==> config.mk <==
export PLATFORM = sky130hd
export DESIGN_NAME = scs_clock_ctrl
export DESIGN_NICKNAME = d
export VERILOG_FILES = /design/src/verilog/scs_pkg.sv /design/src/verilog/scs_div_if.sv /design/src/verilog/scs_clk_div.sv /design/src/verilog/scs_clock_ctrl.sv
export SDC_FILE = /design/constraint.sdc
export NUM_CORES = 1
export LEC_CHECK = 0
export BUFFER_PORTS_ARGS = -buffer_cell sky130_fd_sc_hd__buf_2
export CAP_MARGIN = 15
export CORE_MARGIN = 4
export CORE_UTILIZATION = 60
export DETAILED_ROUTE_END_ITERATION = 16
export PLACE_DENSITY = 0.8
export SLEW_MARGIN = 5
export SYNTH_ARGS = -nofsm -noshare
export SYNTH_HDL_FRONTEND = slang
export SYNTH_SLANG_ARGS = --single-unit
==> constraint.sdc <==
create_clock -name clk -period 5.7 [get_ports clk]
set_input_delay 0.285 -clock clk [delete_from_list [all_inputs] [get_ports clk]]
set_output_delay 0.285 -clock clk [all_outputs]
set_load 0.05 [all_outputs]
==> src/verilog/scs_pkg.sv <==
package scs_pkg;
  localparam int ADDR_W = 12;
  localparam int DATA_W = 8;

  localparam logic [11:0] ADDR_NOISE = 12'h02b;
  localparam logic [11:0] ADDR_TRIG_CTRL = 12'h02c;
  localparam logic [11:0] ADDR_LINE_DIV = 12'h02d;
  localparam logic [11:0] ADDR_REF_REPEAT = 12'h02e;
  localparam logic [11:0] ADDR_AUX_CTRL = 12'h02f;
  localparam logic [11:0] ADDR_FBDIV_ONE = 12'h03d;
  localparam logic [11:0] ADDR_FBDIV_TWO = 12'h03e;
  localparam logic [11:0] ADDR_HOLD = 12'h05c;
  localparam logic [11:0] ADDR_CAL_CTRL = 12'h05d;
  localparam logic [11:0] ADDR_CAL_STAT = 12'h05e;
  localparam logic [11:0] ADDR_LINK_STAT = 12'h208;

  localparam int FB_V_LSB = 0;
  localparam int FB_P_LSB = 4;
  localparam int FB_FIELD_W = 4;
  localparam int TRIG_EN_BIT = 0;
  localparam int TRIG_MODE_LSB = 1;
  localparam int AUX_ONE_MODE_LSB = 0;
  localparam int AUX_TWO_MODE_LSB = 2;
  localparam int AUX_OVERRIDE_BIT = 4;
  localparam int AUX_OVR_DET_BIT = 5;
  localparam logic [1:0] TRIG_MODE_TIMESTAMP = 2'h3;

  localparam logic [7:0] NOISE_RST = 8'h00;
  localparam logic [7:0] TRIG_CTRL_RST = 8'h00;
  localparam logic [7:0] LINE_DIV_RST = 8'h01;
  localparam logic [7:0] REF_REPEAT_RST = 8'h01;
  localparam logic [7:0] AUX_CTRL_RST = 8'h00;
  localparam logic [7:0] FBDIV_ONE_RST = 8'h00;
  localparam logic [7:0] FBDIV_TWO_RST = 8'h00;
  localparam logic [7:0] HOLD_RST = 8'h01;
  localparam logic [7:0] CAL_CTRL_RST = 8'h00;

  localparam int CLK_HZ = 20_000_000;
  localparam int CAL_TIME_NS = 100_000;
  localparam int LOCK_TIME_NS = 10_000;
  localparam int CAL_CYC = (CAL_TIME_NS * (CLK_HZ / 1_000_000) + 999) / 1000;
  localparam int LOCK_CYC = (LOCK_TIME_NS * (CLK_HZ / 1_000_000) + 999) / 1000;

  typedef enum logic [1:0] {
    SCS_CAL_IDLE = 2'b00,
    SCS_CAL_RUN = 2'b01,
    SCS_CAL_SETTLE = 2'b11,
    SCS_CAL_LOCKED = 2'b10
  } scs_cal_e;
endpackage : scs_pkg
==> src/verilog/scs_div_if.sv <==
`timescale 1ns/1ps
interface scs_div_if #(parameter int RATIO_W = 8);
  logic src;
  logic enable;
  logic [RATIO_W-1:0] ratio;
  logic out;
  modport div(input src, input enable, input ratio, output out);
  modport user(output src, output enable, output ratio, input out);
endinterface : scs_div_if

==> src/verilog/scs_clk_div.sv <==
`timescale 1ns/1ps
module scs_clk_div #(
  parameter int RATIO_W = 8
) (
  input wire logic clk,
  input wire logic reset_n,
  scs_div_if.div dv
);
  logic src_prev_q;
  logic out_q;
  logic [RATIO_W-1:0] edge_cnt_q;
  logic [RATIO_W-1:0] ratio_eff;

  generate
    if (RATIO_W < 2) begin : g_bad_width
      $error("scs_clk_div needs RATIO_W of at least 2");
    end
  endgenerate

  // A ratio of zero is served as one so the output never freezes high.
  assign ratio_eff = (dv.ratio == '0) ? RATIO_W'(1) : dv.ratio;

  // Counting both input edges lets odd ratios keep a whole output period.
  always_ff @(posedge clk) begin
    if (!reset_n || !dv.enable) begin
      src_prev_q <= 1'b0;
      edge_cnt_q <= '0;
      out_q <= 1'b0;
    end else begin
      src_prev_q <= dv.src;
      if (dv.src != src_prev_q) begin
        if (edge_cnt_q >= ratio_eff - RATIO_W'(1)) begin
          edge_cnt_q <= '0;
          out_q <= ~out_q;
        end else begin
          edge_cnt_q <= edge_cnt_q + RATIO_W'(1);
        end
      end
    end
  end

  assign dv.out = out_q;
endmodule : scs_clk_div

==> src/verilog/scs_clock_ctrl.sv <==
`timescale 1ns/1ps
// Contract
// - Synthesizer runs only with enable pin high.
// - Reference select pin picks differential or single-ended.
// - Sample rate is VCO over V times P.
// - Dividers held in two consecutive registers.
// - Armed calibration runs when hold reset clears.
// - Lock needs calibration done and lock flag.
// - Noise suppression bits for two supplies.
// - Reference repeat on by default, software disable.
// - Reference repeat needs synthesizer on, powerdown low.
// - Trigger output off until enabled, two sources.
// - Serializer source divided by line clock divider.
// - Aux clocks from pins, stopped while powerdown high.
// - Register mode fields override the config pins.
// - Pins divide aux one, only enable aux two.
// - Clock function beats over-range on aux pins.
// - Aux two clock needs aux one mode nonzero.
// - Pin codes: off/over-range, divide 1, 2, 4.
// - Override modes decode the same way.
module scs_clock_ctrl import scs_pkg::*; #(
  parameter int RATIO_W = 8,
  parameter bit QUAD_PART = 1'b1
) (
  input wire logic clk,
  input wire logic reset_n,
  input wire logic reg_wr_en,
  input wire logic reg_rd_en,
  input wire logic [ADDR_W-1:0] reg_addr,
  input wire logic [DATA_W-1:0] reg_wr_data,
  output logic [DATA_W-1:0] reg_rd_data,
  input wire logic converter_synth_on_pin,
  input wire logic single_ended_ref_select,
  input wire logic powerdown_pin,
  input wire logic [1:0] cmos_clock_config_pins,
  input wire logic diff_clock_input,
  input wire logic single_ended_ref_input,
  input wire logic timestamp_input,
  input wire logic serializer_line_clock,
  input wire logic overrange_c,
  input wire logic overrange_d,
  output logic sample_clock_from_synth,
  output logic synth_ref_from_single_ended,
  output logic synth_in_reset,
  output logic [7:0] vco_divisor_product,
  output logic [7:0] feedback_divider,
  output logic [1:0] noise_suppress_on,
  output logic synth_locked,
  output logic reference_repeat_output,
  output logic trigger_clock_output,
  output logic cmos_aux_output_one,
  output logic cmos_aux_output_two
);
  localparam int PIN_N = 9;

  generate
    if (RATIO_W != DATA_W) begin : g_bad_ratio
      $error("scs_clock_ctrl needs RATIO_W equal to the register width");
    end
  endgenerate

  // Mode code to ratio: 0 means no clock, then divide by 1, 2 and 4.
  function automatic logic [RATIO_W-1:0] mode_ratio(input logic [1:0] mode);
    case (mode)
      2'h1: mode_ratio = RATIO_W'(1);
      2'h2: mode_ratio = RATIO_W'(2);
      2'h3: mode_ratio = RATIO_W'(4);
      default: mode_ratio = '0;
    endcase
  endfunction : mode_ratio

  // Pins are asynchronous to clk; nothing reads the first stage but the second.
  logic [PIN_N-1:0] pin_meta_q;
  logic [PIN_N-1:0] pin_sync_q;
  always_ff @(posedge clk) begin
    if (!reset_n) begin
      pin_meta_q <= '0;
      pin_sync_q <= '0;
    end else begin
      pin_meta_q <= {serializer_line_clock, timestamp_input, single_ended_ref_input,
                     diff_clock_input, cmos_clock_config_pins, powerdown_pin,
                     single_ended_ref_select, converter_synth_on_pin};
      pin_sync_q <= pin_meta_q;
    end
  end

  logic synth_on_s;
  logic ref_se_s;
  logic pd_s;
  logic [1:0] cfg_s;
  logic diff_s;
  logic se_s;
  logic tstamp_s;
  logic line_s;
  assign synth_on_s = pin_sync_q[0];
  assign ref_se_s = pin_sync_q[1];
  assign pd_s = pin_sync_q[2];
  assign cfg_s = pin_sync_q[4:3];
  assign diff_s = pin_sync_q[5];
  assign se_s = pin_sync_q[6];
  assign tstamp_s = pin_sync_q[7];
  assign line_s = pin_sync_q[8];

  logic [7:0] noise_q;
  logic [7:0] trig_ctrl_q;
  logic [7:0] line_div_q;
  logic [7:0] ref_repeat_q;
  logic [7:0] aux_ctrl_q;
  logic [7:0] fbdiv_one_q;
  logic [7:0] fbdiv_two_q;
  logic [7:0] hold_q;
  logic [7:0] cal_ctrl_q;
  logic cal_done_q;
  logic lock_flag_q;

  always_ff @(posedge clk) begin
    if (!reset_n) begin
      noise_q <= NOISE_RST;
      trig_ctrl_q <= TRIG_CTRL_RST;
      line_div_q <= LINE_DIV_RST;
      ref_repeat_q <= REF_REPEAT_RST;
      aux_ctrl_q <= AUX_CTRL_RST;
      fbdiv_one_q <= FBDIV_ONE_RST;
      fbdiv_two_q <= FBDIV_TWO_RST;
      hold_q <= HOLD_RST;
      cal_ctrl_q <= CAL_CTRL_RST;
    end else if (reg_wr_en) begin
      case (reg_addr)
        ADDR_NOISE: noise_q <= reg_wr_data;
        ADDR_TRIG_CTRL: trig_ctrl_q <= reg_wr_data;
        ADDR_LINE_DIV: line_div_q <= reg_wr_data;
        ADDR_REF_REPEAT: ref_repeat_q <= reg_wr_data;
        ADDR_AUX_CTRL: aux_ctrl_q <= reg_wr_data;
        ADDR_FBDIV_ONE: fbdiv_one_q <= reg_wr_data;
        ADDR_FBDIV_TWO: fbdiv_two_q <= reg_wr_data;
        ADDR_HOLD: hold_q <= reg_wr_data;
        ADDR_CAL_CTRL: cal_ctrl_q <= reg_wr_data;
        default: ;
      endcase
    end
  end

  // Unmapped addresses read as zero.
  always_ff @(posedge clk) begin
    if (!reset_n) begin
      reg_rd_data <= '0;
    end else if (reg_rd_en) begin
      case (reg_addr)
        ADDR_NOISE: reg_rd_data <= noise_q;
        ADDR_TRIG_CTRL: reg_rd_data <= trig_ctrl_q;
        ADDR_LINE_DIV: reg_rd_data <= line_div_q;
        ADDR_REF_REPEAT: reg_rd_data <= ref_repeat_q;
        ADDR_AUX_CTRL: reg_rd_data <= aux_ctrl_q;
        ADDR_FBDIV_ONE: reg_rd_data <= fbdiv_one_q;
        ADDR_FBDIV_TWO: reg_rd_data <= fbdiv_two_q;
        ADDR_HOLD: reg_rd_data <= hold_q;
        ADDR_CAL_CTRL: reg_rd_data <= cal_ctrl_q;
        ADDR_CAL_STAT: reg_rd_data <= {7'h00, cal_done_q};
        ADDR_LINK_STAT: reg_rd_data <= {7'h00, lock_flag_q};
        default: reg_rd_data <= '0;
      endcase
    end
  end

  // Calibration sequence; the held synthesizer forgets any earlier result.
  scs_cal_e cal_state_q;
  logic [11:0] cal_cnt_q;
  logic hold_prev_q;
  logic synth_run;
  assign synth_run = synth_on_s && !hold_q[0] && !pd_s;

  always_ff @(posedge clk) begin
    if (!reset_n) begin
      cal_state_q <= SCS_CAL_IDLE;
      cal_cnt_q <= '0;
      hold_prev_q <= 1'b1;
      cal_done_q <= 1'b0;
      lock_flag_q <= 1'b0;
    end else begin
      hold_prev_q <= hold_q[0];
      if (!synth_run) begin
        cal_state_q <= SCS_CAL_IDLE;
        cal_cnt_q <= '0;
        cal_done_q <= 1'b0;
        lock_flag_q <= 1'b0;
      end else begin
        case (cal_state_q)
          SCS_CAL_IDLE: begin
            if (hold_prev_q && cal_ctrl_q[0]) begin
              cal_state_q <= SCS_CAL_RUN;
              cal_cnt_q <= 12'(CAL_CYC - 1);
            end
          end
          SCS_CAL_RUN: begin
            if (cal_cnt_q == '0) begin
              cal_state_q <= SCS_CAL_SETTLE;
              cal_done_q <= 1'b1;
              cal_cnt_q <= 12'(LOCK_CYC - 1);
            end else begin
              cal_cnt_q <= cal_cnt_q - 12'h001;
            end
          end
          SCS_CAL_SETTLE: begin
            if (cal_cnt_q == '0) begin
              cal_state_q <= SCS_CAL_LOCKED;
              lock_flag_q <= 1'b1;
            end else begin
              cal_cnt_q <= cal_cnt_q - 12'h001;
            end
          end
          SCS_CAL_LOCKED: ;
          default: cal_state_q <= SCS_CAL_IDLE;
        endcase
      end
    end
  end

  // Sampling clock path and divider settings handed to the analog macro.
  always_ff @(posedge clk) begin
    if (!reset_n) begin
      sample_clock_from_synth <= 1'b0;
      synth_ref_from_single_ended <= 1'b0;
      synth_in_reset <= 1'b1;
      vco_divisor_product <= '0;
      feedback_divider <= '0;
      noise_suppress_on <= '0;
      synth_locked <= 1'b0;
    end else begin
      sample_clock_from_synth <= synth_on_s;
      synth_ref_from_single_ended <= synth_on_s && ref_se_s;
      synth_in_reset <= hold_q[0] || !synth_on_s;
      vco_divisor_product <= {4'h0, fbdiv_one_q[FB_V_LSB +: FB_FIELD_W]}
                             * {4'h0, fbdiv_one_q[FB_P_LSB +: FB_FIELD_W]};
      feedback_divider <= fbdiv_two_q;
      noise_suppress_on <= noise_q[1:0];
      synth_locked <= cal_done_q && lock_flag_q;
    end
  end

  // Reference repeat follows the selected reference input.
  logic ref_sel;
  assign ref_sel = ref_se_s ? se_s : diff_s;
  always_ff @(posedge clk) begin
    if (!reset_n) begin
      reference_repeat_output <= 1'b0;
    end else begin
      reference_repeat_output <= ref_sel && ref_repeat_q[0]
                                 && synth_on_s && !pd_s;
    end
  end

  // Trigger output: retimed timestamp or divided serializer line clock.
  logic trig_ts_mode;
  assign trig_ts_mode = trig_ctrl_q[TRIG_MODE_LSB +: 2] == TRIG_MODE_TIMESTAMP;
  scs_div_if #(.RATIO_W(RATIO_W)) trig_if();
  assign trig_if.src = line_s;
  assign trig_if.enable = trig_ctrl_q[TRIG_EN_BIT] && !trig_ts_mode;
  assign trig_if.ratio = line_div_q;
  scs_clk_div #(.RATIO_W(RATIO_W)) u_trig_div (
    .clk(clk),
    .reset_n(reset_n),
    .dv(trig_if.div)
  );

  always_ff @(posedge clk) begin
    if (!reset_n) begin
      trigger_clock_output <= 1'b0;
    end else if (!trig_ctrl_q[TRIG_EN_BIT]) begin
      trigger_clock_output <= 1'b0;
    end else begin
      trigger_clock_output <= trig_ts_mode ? tstamp_s : trig_if.out;
    end
  end

  // Auxiliary CMOS outputs; pins rule unless the override bit is set.
  logic override_on;
  logic ovr_det_on;
  logic [1:0] aux_one_mode;
  logic [1:0] aux_two_mode;
  assign override_on = aux_ctrl_q[AUX_OVERRIDE_BIT];
  assign ovr_det_on = aux_ctrl_q[AUX_OVR_DET_BIT] && QUAD_PART;
  assign aux_one_mode = override_on ? aux_ctrl_q[AUX_ONE_MODE_LSB +: 2] : cfg_s;
  assign aux_two_mode = override_on ? aux_ctrl_q[AUX_TWO_MODE_LSB +: 2]
                      : ((cfg_s != 2'h0) ? 2'h1 : 2'h0);

  logic aux_one_clk_on;
  logic aux_two_clk_on;
  assign aux_one_clk_on = aux_one_mode != 2'h0;
  assign aux_two_clk_on = aux_one_clk_on && (aux_two_mode != 2'h0);

  scs_div_if #(.RATIO_W(RATIO_W)) aux_one_if();
  scs_div_if #(.RATIO_W(RATIO_W)) aux_two_if();
  assign aux_one_if.src = ref_sel;
  assign aux_one_if.enable = aux_one_clk_on && !pd_s;
  assign aux_one_if.ratio = mode_ratio(aux_one_mode);
  assign aux_two_if.src = ref_sel;
  assign aux_two_if.enable = aux_two_clk_on && !pd_s;
  assign aux_two_if.ratio = mode_ratio(aux_two_mode);
  scs_clk_div #(.RATIO_W(RATIO_W)) u_aux_one_div (
    .clk(clk),
    .reset_n(reset_n),
    .dv(aux_one_if.div)
  );
  scs_clk_div #(.RATIO_W(RATIO_W)) u_aux_two_div (
    .clk(clk),
    .reset_n(reset_n),
    .dv(aux_two_if.div)
  );

  // Over-range only reaches a pin that carries no clock.
  always_ff @(posedge clk) begin
    if (!reset_n) begin
      cmos_aux_output_one <= 1'b0;
      cmos_aux_output_two <= 1'b0;
    end else begin
      cmos_aux_output_one <= aux_one_clk_on ? aux_one_if.out
                             : (ovr_det_on && overrange_c);
      cmos_aux_output_two <= aux_two_clk_on ? aux_two_if.out
                             : (ovr_det_on && overrange_d);
    end
  end

  a_repeat_gated: assert property (@(posedge clk) disable iff (!reset_n)
    (!synth_on_s || pd_s || !ref_repeat_q[0]) |=> !reference_repeat_output)
    else $error("reference repeat active while gated off");

  a_repeat_follows: assert property (@(posedge clk) disable iff (!reset_n)
    (synth_on_s && !pd_s && ref_repeat_q[0]) |=> reference_repeat_output == $past(ref_sel))
    else $error("reference repeat does not follow reference");

  a_trig_off: assert property (@(posedge clk) disable iff (!reset_n)
    !trig_ctrl_q[TRIG_EN_BIT] |=> !trigger_clock_output)
    else $error("trigger output active while disabled");

  a_trig_stamp: assert property (@(posedge clk) disable iff (!reset_n)
    (trig_ctrl_q[TRIG_EN_BIT] && trig_ts_mode) |=> trigger_clock_output == $past(tstamp_s))
    else $error("trigger output does not repeat timestamp");

  a_lock_pair: assert property (@(posedge clk) disable iff (!reset_n)
    lock_flag_q |-> cal_done_q)
    else $error("lock flag without calibration complete");

  a_cal_start: assert property (@(posedge clk) disable iff (!reset_n)
    (cal_state_q == SCS_CAL_IDLE && !(synth_run && hold_prev_q && cal_ctrl_q[0]))
    |=> cal_state_q == SCS_CAL_IDLE)
    else $error("calibration left idle without an armed release");

  a_cal_runs: assert property (@(posedge clk) disable iff (!reset_n)
    (cal_state_q == SCS_CAL_IDLE && synth_run && hold_prev_q && cal_ctrl_q[0])
    |=> cal_state_q == SCS_CAL_RUN && !cal_done_q)
    else $error("armed calibration did not start on reset release");

  a_aux_two_dep: assert property (@(posedge clk) disable iff (!reset_n)
    (!aux_one_clk_on && !(ovr_det_on && overrange_d)) |=> !cmos_aux_output_two)
    else $error("aux two active without aux one clock");

  a_aux_pd: assert property (@(posedge clk) disable iff (!reset_n)
    pd_s [*2] |=> !cmos_aux_output_one || $past(!aux_one_clk_on && ovr_det_on))
    else $error("aux one clock running in powerdown");

  a_aux_prio: assert property (@(posedge clk) disable iff (!reset_n)
    aux_one_clk_on |=> cmos_aux_output_one == $past(aux_one_if.out))
    else $error("over-range reached a pin configured as clock");

  a_bypass: assert property (@(posedge clk) disable iff (!reset_n)
    !synth_on_s |=> !sample_clock_from_synth && !synth_ref_from_single_ended)
    else $error("synthesizer path selected with enable pin low");
endmodule : scs_clock_ctrl

---- After elaboration in Yosys (flattened, before gate mapping) ----
Index checks and enable logic that the tools add are counted.
storage, ports and cells
  word-level logic and storage cells ...... 155
  register bits after elaboration ......... 171
cells by class
  bitwise logic cells ..................... 3
  muxes and demuxes ....................... 24
  multipliers ............................. 1
  add/subtract/negate cells ............... 7
  equal/unequal tests ..................... 27
  reductions and logical operators ........ 53
  $lt $le $gt $ge ......................... 3
operator list
  kind                                                                     number
  8-bit case mux with 11 select lines                                      1
  12-bit by 6-bit equality test with 1-bit output, second input constant   7
  12-bit by 7-bit equality test with 1-bit output, second input constant   3
  12-bit 2-to-1 mux                                                        3
  12-bit case mux with 3 select lines                                      1
  8-bit 2-to-1 mux                                                         4
  2-bit AND reduction                                                      16
  8-bit by 1-bit adder with 8-bit output, second input constant            3
  8-bit >= comparator                                                      3
  8-bit zero test                                                          3
  8-bit by 1-bit subtractor with 8-bit output, second input constant       3
  3-bit case mux with 3 select lines                                       2
  1-bit logical AND                                                        14
  12-bit by 10-bit equality test with 1-bit output, second input constant  1
  2-bit equality test, second input constant                               6
  12-bit zero test                                                         1
  12-bit by 1-bit subtractor with 12-bit output, second input constant     1
  2-bit 2-to-1 mux                                                         5
  1-bit zero test                                                          8
  4-bit by 4-bit multiplier with 8-bit output                              1
  2-bit inequality test, second input constant                             4
  2-bit by 1-bit equality test with 1-bit output, second input constant    3
  3-bit 2-to-1 mux                                                         2
  2-bit case mux with 3 select lines                                       1
  9 further kinds                                                          22

---- Depth between registers and ports, before layout ----
Gate-level depths: netlist (run 1).
  depth in word-level cells ............... 10
  gate-level depth with buffers ........... 12
  gate-level depth less buffers ........... 12

---- Cells and area by module ----
From an unflattened synthesis (run 1), not the netlist that was laid out.
unflattened totals
  cells, all modules ...................... 1006
  area, all modules ....................... 8713.4 sq um
modules (own cells, without submodules)
  module                            cells each  area each (sq um)  instances
  scs_clock_ctrl                    743         6475.0             1
  scs_clk_div at u_aux_one_div ...  85          734.5              2
  scs_clk_div at u_aux_two_div      93          769.5              1

---- Worst setup path after synthesis (run 1) ----
No wires, ideal clock.
  kind .................................... register -> register
  from .................................... register fbdiv_one_q[7]
  to ...................................... register vco_divisor_product[6]
  arrival time ............................ 2470 ps
  cell stages (with the launch flop) ...... 11
  setup time .............................. 115 ps
  slack ................................... 3115 ps
  buffers on the path ..................... 0
  cell sequence ........................... dfxtp_1 > nand2_1 > fa_1 > fa_1 > inv_1 > fa_1 > a21oi_1 > nor2_1 > nor2_1 > xnor2_1 > and2_1
on the way
  word-level cells in the longest chain between the ends .. 1
ends and longest elaborated chain
  what                                         line                   text
  from (decl)                                  scs_clock_ctrl.sv:109  logic [7:0] fbdiv_one_q;
  from (signal assigned)                       scs_clock_ctrl.sv:134  ADDR_FBDIV_ONE: fbdiv_one_q <= reg_wr_data;
  4-bit by 4-bit multiplier with 8-bit output  scs_clock_ctrl.sv:233  * {4'h0, fbdiv_one_q[FB_P_LSB +: FB_FIELD_W]};
  to (signal assigned)                         scs_clock_ctrl.sv:232  vco_divisor_product <= {4'h0, fbdiv_one_q[FB_V_LSB +: FB_FIELD_W]}
  to (decl)                                    scs_clock_ctrl.sv:45   output logic [7:0] vco_divisor_product,
Every way passes these cells.
A chain may end at the register's enable or synchronous reset.

---- Final worst setup path (run 1) ----
  from .................................... register fbdiv_one_q[0]
  to ...................................... register vco_divisor_product[7]
The elaborated chain is that of the path after synthesis.

==> results of run 1 <==
[power by group]
| part | switching (uW) | total (uW) | internal [uW] | leakage (uW) |
|---|---|---|---|---|
| logic | 67.1 | 101 | 34.0 | 0.00187 |
| registers | 2.39 | 1200 | 1200 | 0.00138 |
| clock network | 477 | 1240 | 760 | 0.000304 |
[per-stage QoR]
step / hold WS, ns / instances / total power, uW
floorplan: 0.412 / 907 / 1300
global placement: 0.415 / 1105 / 1330
detailed placement: 0.418 / 1105 / 1330
CTS: 0.0504 / 1137 / 2550
global route: 0.0452 / 1137 / 2620
finish: 0.0615 / 1137 / 2540
[kinds of logic (layout without fill, tap and decap cells)]
| family | after synthesis | count (layout) | share of synthesized area [%] |
|---|---|---|---|
| AOI/OAI and AO/OA | 158 | 158 | 13.3 |
| xor gates and xnor gates | 29 | 29 | 3.10 |
| adders and majority gates | 33 | 33 | 5.41 |
| buffers and inverters | 68 | 122 | 3.68 |
| DFF | 171 | 171 | 41.8 |
| muxes | 41 | 41 | 5.70 |
| and+or+nand+nor | 407 | 407 | 27.0 |
[cell usage after synthesis, drive strengths merged, types with 9 or more instances]
cell type  count  area share (%)
a21boi        49             4.5
a21oi         31             1.9
and2          52             4.0
and3          14             1.1
buf           16             1.3
clkbuf        32             1.5
dfxtp        171              42
ha            29             4.4
inv           20            0.92
mux2i         32             3.9
nand2        129             5.9
nand2b         9            0.69
nand3         35             2.2
nand3b        11             1.2
nand4         11            0.92
nor2          56             2.8
nor2b         31             2.4
nor3          17             1.2
o21ai         21             1.3
or3            9            0.69
xnor2         10             1.1
xor2          19             2.0
[area by class of cell]
cell class,count,area (um^2)
multi-input combinational,668,4470
clock inverter,13,189
timing repair buffer,70,358
sequential,171,3420
inverter,20,75.1
fill,1035,4110
tap,176,220
clock buffer,19,453
[worst register-to-register path, delay by kind of cell, from the launching register on]
family | cells | cell delay [ns]
AOI/OAI and AO/OA | 4 | 0.60
adders and majority gates | 3 | 1.37
buffers and inverters | 1 | 0.06
and+or+nand+nor | 2 | 0.21
DFF | 1 | 0.41
[layer usage]
layer	vias to the layer above	track usage, %	share of wire, %
met5	-	0	0
met4	0	9.25	2.4
met3	46	6.43	8.0
met2	286	36.5	44
met1	3110	35.2	46
li1	3249	-	-
[how the worst min path moves through the flow]
stage                             startpoint                        to  slack (ns)
global route                diff_clock_input  pin_meta_q[5]$_SDFF_PN0_        0.05
detailed placement  pin_meta_q[1]$_SDFF_PN0_  pin_sync_q[1]$_SDFF_PN0_        0.42
CTS                    serializer_line_clock  pin_meta_q[8]$_SDFF_PN0_        0.05
floorplan           pin_meta_q[0]$_SDFF_PN0_  pin_sync_q[0]$_SDFF_PN0_        0.41
finish                 serializer_line_clock  pin_meta_q[8]$_SDFF_PN0_        0.06
global placement    pin_meta_q[0]$_SDFF_PN0_  pin_sync_q[0]$_SDFF_PN0_        0.41
==> summary.md, run 1 <==
| Metric | Value |
|---|---|
| Post-synthesis sequential area ratio | 41.8% |
| CP max stage cell | fa_1 |
| Placed Area | 8540 um^2 |
| Status | finished clean |
| Crit end category | flip-flop |
| Initial DRC Count | 568 |
| R2r setup slk | 2.93 ns |
| Top Registers | cal_cnt_q x12, pin_meta_q x9, pin_sync_q x9 |
| Final hold viol count | 0 |
| Die Span Y | 125 um |
| Max incr delay on CP | 0.55 ns |
| Hold-fix buffers, CTS | 0 |
| Crit path required time | 6.00 ns |
| Post-synth top flop | dfxtp_1 |
| Crit Reg-Reg Endpoint | vco_divisor_product[7]$_SDFF_PN0_ |
| CP Cell Sequence | nand2_1 -> fa_1 -> fa_1 -> inv_1 -> ha_1 -> a21o_1 -> a21oi_1 -> o21bai_1 -> nand4_1 -> o211ai_1 |
| CTS sink cnt | 171 |
| WP depth | 10 |
| Setup bufs post-CTS | 0 |
| First-pass GRT wire length | 31.5 mm |
| Wirelength per Cell | 17.0 um |
| Clk_skew | 0.00624 ns |
| H-tree depth | 4 |
| Remaining DRCs | 0 |
| Clk buf depth | 2 |
| Total CTS buffers | 17 |
| Max reg flops | 12 |
| Synthesis-to-layout area growth | 12.1% |
| Crit Path Class | reg2reg |
| Most frequent cells in the layout | dfxtp_1 (171), nand2_1 (128), buf_2 (67) |
| Pins Over Slew Limit | 0 |
| FP Rows | 42 |
| RSZ-0062 raised after global routing | no |
| Peak supply drop | 0.000238 V |
| Initial antenna violation count | 0 |
| Worst hold stages | 2 |
| Max_cap viols | 0 |
| Final Cell Area | 9190 um^2 |
| Fmax | 360 MHz |
| Reg clk slew, reported paths | 0.06 ns |
| Die X | 125 um |
| Mapped Area | 8190 um^2 |
| Routability cong. | 0.948 |
| Core ar. | 13300 um^2 |
| Crit path to | vco_divisor_product[7]$_SDFF_PN0_ |
| Post-synth EDFFs | 0 |
| CP bufs+invs | 1 |
| CTS-repair resized insts | 0 |
| I/O Pins | 69 |
| Share of layout cells above drive strength 1 | 13.4% |
| CP dominant cell by count | fa_1 |
| Synthesis warning total | 0 |
| CP max FO | 6 |
| Die footprint | 15600 um^2 |
| Power per cell area | 277 nW/um^2 |
| Post-route minimum period | 2.77 ns |
| Mean post-synth cell area | 9.03 um^2 |
| Grt ovf | 0 |
| Final Cycle Share | 48.7% |
| Via Count | 6691 |
| Crit. Startpoint | fbdiv_one_q[0]$_SDFFE_PN0P_ |
| HP Class | in2reg |
| DRT Pass-1 Iters | 5 |
| TritonCTS clock tree | built |
| Clock Latency Late Sink | 0.43 ns |
| WP data arrival | 3.07 ns |
| Antenna Nets Post-Route | 0 |
| Largest Register | cal_cnt_q |
| Syn_nets | 975 |
| WL final | 19.3 mm |
| Via density | 5.88 |
| Worst Tran Pin Value | 0.786 ns |
| Cells after Synth | 907 |
| Flops & latches, synth | 171 |
| CP delay by family, top | adder cells |
| Tot GR Track Use | 24.8% |
| Asr flop ratio synth | 0% |
| Setup-failing EPs final | 0 |
| Vias in the first global route | 6143 |
| Buffers added on ports | 68 |
| Final setup margin | 2.93 ns |
| Starting Density | 61.6% |
| Leak | 0.00356 uW |
| DP HPWL | 13.4 mm |
| Setup Slack @ Placement | 2.95 ns |
| Total Neg Setup Slack | 0 ns |
| # nets final | 1016 |
| Largest net degree at the start of global routing | 98 |
| Clock Tree Root | clkbuf_16 |
| Max-slew headroom | 46.1% |
| Reg2reg start | fbdiv_one_q[0]$_SDFFE_PN0P_ |
| Startpoint Class | flip-flop |
| Synth unique cells | 74 |
| Post-layout util | 69.1% |
| R2R depth | 10 |
| Antenna cells | 0 |
| Most common cell after layout, fill and taps aside | dfxtp_1 |
No activity file was read; power rests on OpenSTA's default activity.
==> run 2: changes to the inputs <==
==> constraint.sdc (replaced) <==
create_clock -name clk -period 2.75 [get_ports clk]
set_input_delay 0.1375 -clock clk [delete_from_list [all_inputs] [get_ports clk]]
set_output_delay 0.1375 -clock clk [all_outputs]
set_load 0.05 [all_outputs]
==> summary.md, run 2 (synthesis results as in run 1) <==
| Metric | Value |
|---|---|
| Die X | 125 um (unchanged) |
| Via density | 5.85 (-0.56%) |
| Total CTS buffers | 17 (unchanged) |
| Largest net degree at the start of global routing | 83 (-15%) |
| HP Class | in2reg |
| Internal | 4060 uW (+100%) |
| Initial antenna violation count | 0 (unchanged) |
| PnR Total Power | 5200 uW (+100%) |
| Setup-failing EPs final | 0 (unchanged) |
| Max-slew headroom | 55.5% (+9.4 points) |
| Crit Reg-Reg Endpoint | u_trig_div.dv.out$_SDFFE_PP0P_ |
| Routability cong. | 0.951 (+0.30%) |
| DP HPWL | 13.5 mm (+0.75%) |
| Met3 wire len | 1.73 mm (+12%) |
| Grt ovf | 0 (unchanged) |
| Peak supply drop | 0.000448 V (+89%) |
| DRT Pass-1 Iters | 5 (unchanged) |
| Clk_skew | 0.00539 ns (-0.000852 ns) |
| Seq pwr share | 48.0% (+0.6 points) |
| Sw frac | 21.9% (+0.40 points) |
| H-tree depth | 4 (unchanged) |
| TritonCTS clock tree | built |
| Clock Tree Root | clkbuf_16 |
| Metal-1 WL | 8.39 mm (-5.1%) |
| Startpoint Class | flip-flop |
| Power per cell area | 555 nW/um^2 (+100%) |
| CP max stage cell | dfxtp_1 |
| Worst Tran Pin Value | 0.667 ns (-0.119 ns) |
| Share of layout cells above drive strength 1 | 14.5% (+1.1 points) |
| Final hold viol count | 0 (unchanged) |
| Initial DRC Count | 714 (+26%) |
| Clk pwr share | 47.7% (-1.0 points) |
| Antenna Nets Post-Route | 0 (unchanged) |
| Largest Register | cal_cnt_q |
| CTS sink cnt | 171 (unchanged) |
| Met2 wire length | 8.98 mm (+6.1%) |
| Final Cycle Share | 90.8% (+42 points) |
| Clock Latency Late Sink | 0.43 ns (about the same) |
| WP data arrival | 2.86 ns (-0.21 ns) |
| CP delay by family, top | simple AND/OR/NAND/NOR gates |
| Final Cell Area | 9380 um^2 (+2.1%) |
| Top Registers | cal_cnt_q x12, pin_meta_q x9, pin_sync_q x9 |
| CP bufs+invs | 0 (-1) |
| Most frequent cells in the layout | dfxtp_1 (171), nand2_1 (128), buf_2 (67) |
| P_sw | 1140 uW (+110%) |
| Leak | 0.00367 uW (+3.2%) |
| # nets final | 1041 (+2.5%) |
| CP max FO | 6 (unchanged) |
| Post-route minimum period | 2.50 ns (-0.278 ns) |
| Fmax | 401 MHz (+11%) |
| Tot GR Track Use | 25.5% (+0.73 points) |
| Starting Density | 61.6% (unchanged) |
| Top Layer Used | met4 |
| Worst hold stages | 2 (unchanged) |
| First-pass GRT wire length | 32.4 mm (+3.1%) |
| Pins Over Slew Limit | 0 (unchanged) |
| Max reg flops | 12 (unchanged) |
| Crit end category | flip-flop |
| Die Span Y | 125 um (unchanged) |
| Total Neg Setup Slack | 0 ns (unchanged) |
| Dpl cells | 1119 (+1.3%) |
| Max incr delay on CP | 0.45 ns (-0.10 ns) |
| Die footprint | 15600 um^2 (unchanged) |
| Status | finished clean |
| Crit Path Class | reg2reg |
| Fill cell count | 1056 (+2.0%) |
| Wirelength per Cell | 16.9 um (-0.51%) |
| FP Rows | 42 (unchanged) |
| Post-layout util | 70.5% (+1.5 points) |
| Buffers added on ports | 68 (unchanged) |
| I/O Pins | 69 (unchanged) |
| Via Count | 6794 (+1.5%) |
| Setup bufs post-CTS | 0 (unchanged) |
| Hold EP | reg_rd_data[3]$_SDFFE_PN0P_ |
| RSZ-0062 raised after global routing | no |
| Combinational group share of total power | 4.3% (+0.3 points) |
| Placed Area | 8650 um^2 (+1.2%) |
| Clk buf depth | 2 (unchanged) |
| Most common cell after layout, fill and taps aside | dfxtp_1 |
| Antenna cells | 0 (unchanged) |
| Remaining DRCs | 0 (unchanged) |
| Synthesis-to-layout area growth | 14.5% |
| Crit. Startpoint | line_div_q[2]$_SDFFE_PN0P_ |
| Vias in the first global route | 6612 (+7.6%) |
| WL final | 19.6 mm (+1.6%) |
| R2R depth | 12 (+2) |
| CP Cell Sequence | nor3_1 -> a31oi_1 -> ha_1 -> nand2_1 -> nor3_1 -> xnor2_1 -> ha_1 -> nand2_1 -> nor2_1 -> nand2_1 -> o21ai_0 -> mux2i_1 |
| Max_cap viols | 0 (unchanged) |
| R2r setup slk | 0.25 ns (-2.67 ns) |
| CP dominant cell by count | nand2_1 |
| Non-Filler Instances | 1161 (+2.1%) |
| Worst hold start | reg_rd_en |
| Reg clk slew, reported paths | 0.06 ns (about the same) |
| Crit path required time | 3.11 ns (-2.89 ns) |
| Core ar. | 13300 um^2 (unchanged) |
| Reg2reg start | line_div_q[2]$_SDFFE_PN0P_ |
[run 2: cell types whose count changed in the layout (fill, tap and decap cells not counted), sizes merged]
cell,before,now
dlygate4sd3,0,11
bufinv,4,3
clkinvlp,4,1
buf,70,84
clkbuf,19,20
clkinv,3,2
inv,22,25
[run 2: what timing repair did]
item / in CTS / in global routing
resized for setup: 0 / 2
setup endpoints to repair: 0 / 2
endpoints found under the hold margin: 11 / 0
hold buffers: 11 / 0
[run 2: cell type report]
cell class | count | area [um^2] | share of cell area [%]
Multi-Input combinational cell | 668 | 4470 | 47.7
Sequential cell | 171 | 3420 | 36.5
Timing Repair Buffer | 95 | 573 | 6.11
Clock buffer | 20 | 457 | 4.87
Tap cell | 176 | 220 | 2.35
Clock inverter | 11 | 158 | 1.68
Inverter | 20 | 75.1 | 0.800
[run 2: worst max path at each step]
stage / endpoint / slack (ns) / cells after the start
6_report: u_trig_div.dv.out$_SDFFE_PP0P_ / 0.25 / 12
4_1_cts: vco_divisor_product[6]$_SDFF_PN0_ / 0.11 / 10
2_1_floorplan: vco_divisor_product[6]$_SDFF_PN0_ / 0.17 / 10
3_3_place_gp: vco_divisor_product[6]$_SDFF_PN0_ / 0.15 / 10
3_5_place_dp: vco_divisor_product[6]$_SDFF_PN0_ / 0.14 / 10
5_1_grt: u_trig_div.edge_cnt_q[6]$_SDFFE_PP0P_ / 0.01 / 13
[run 2: per-stage QoR]
step	setup WS, ns	hold slack (ns)
finish	0.253	0.0289
global route	0.0149	0.0452
CTS	0.113	0.0151
detailed placement	0.137	0.346
global placement	0.149	0.346
floorplan	0.165	0.265
[run 2: layer usage]
layer	track usage, %	vias up
met1	33.7	3145
li1	-	3303
met2	40.7	300
met5	0	-
met4	9.57	0
met3	6.17	46
[run 2: power groups by stage]
stage | clock (uW) | combinational [uW] | sequential, uW
detailed placement | 0 | 204 | 2550
finish | 2480 | 223 | 2500
global route | 2630 | 239 | 2500
floorplan | 0 | 135 | 2550
global placement | 0 | 204 | 2550
CTS | 2530 | 217 | 2500
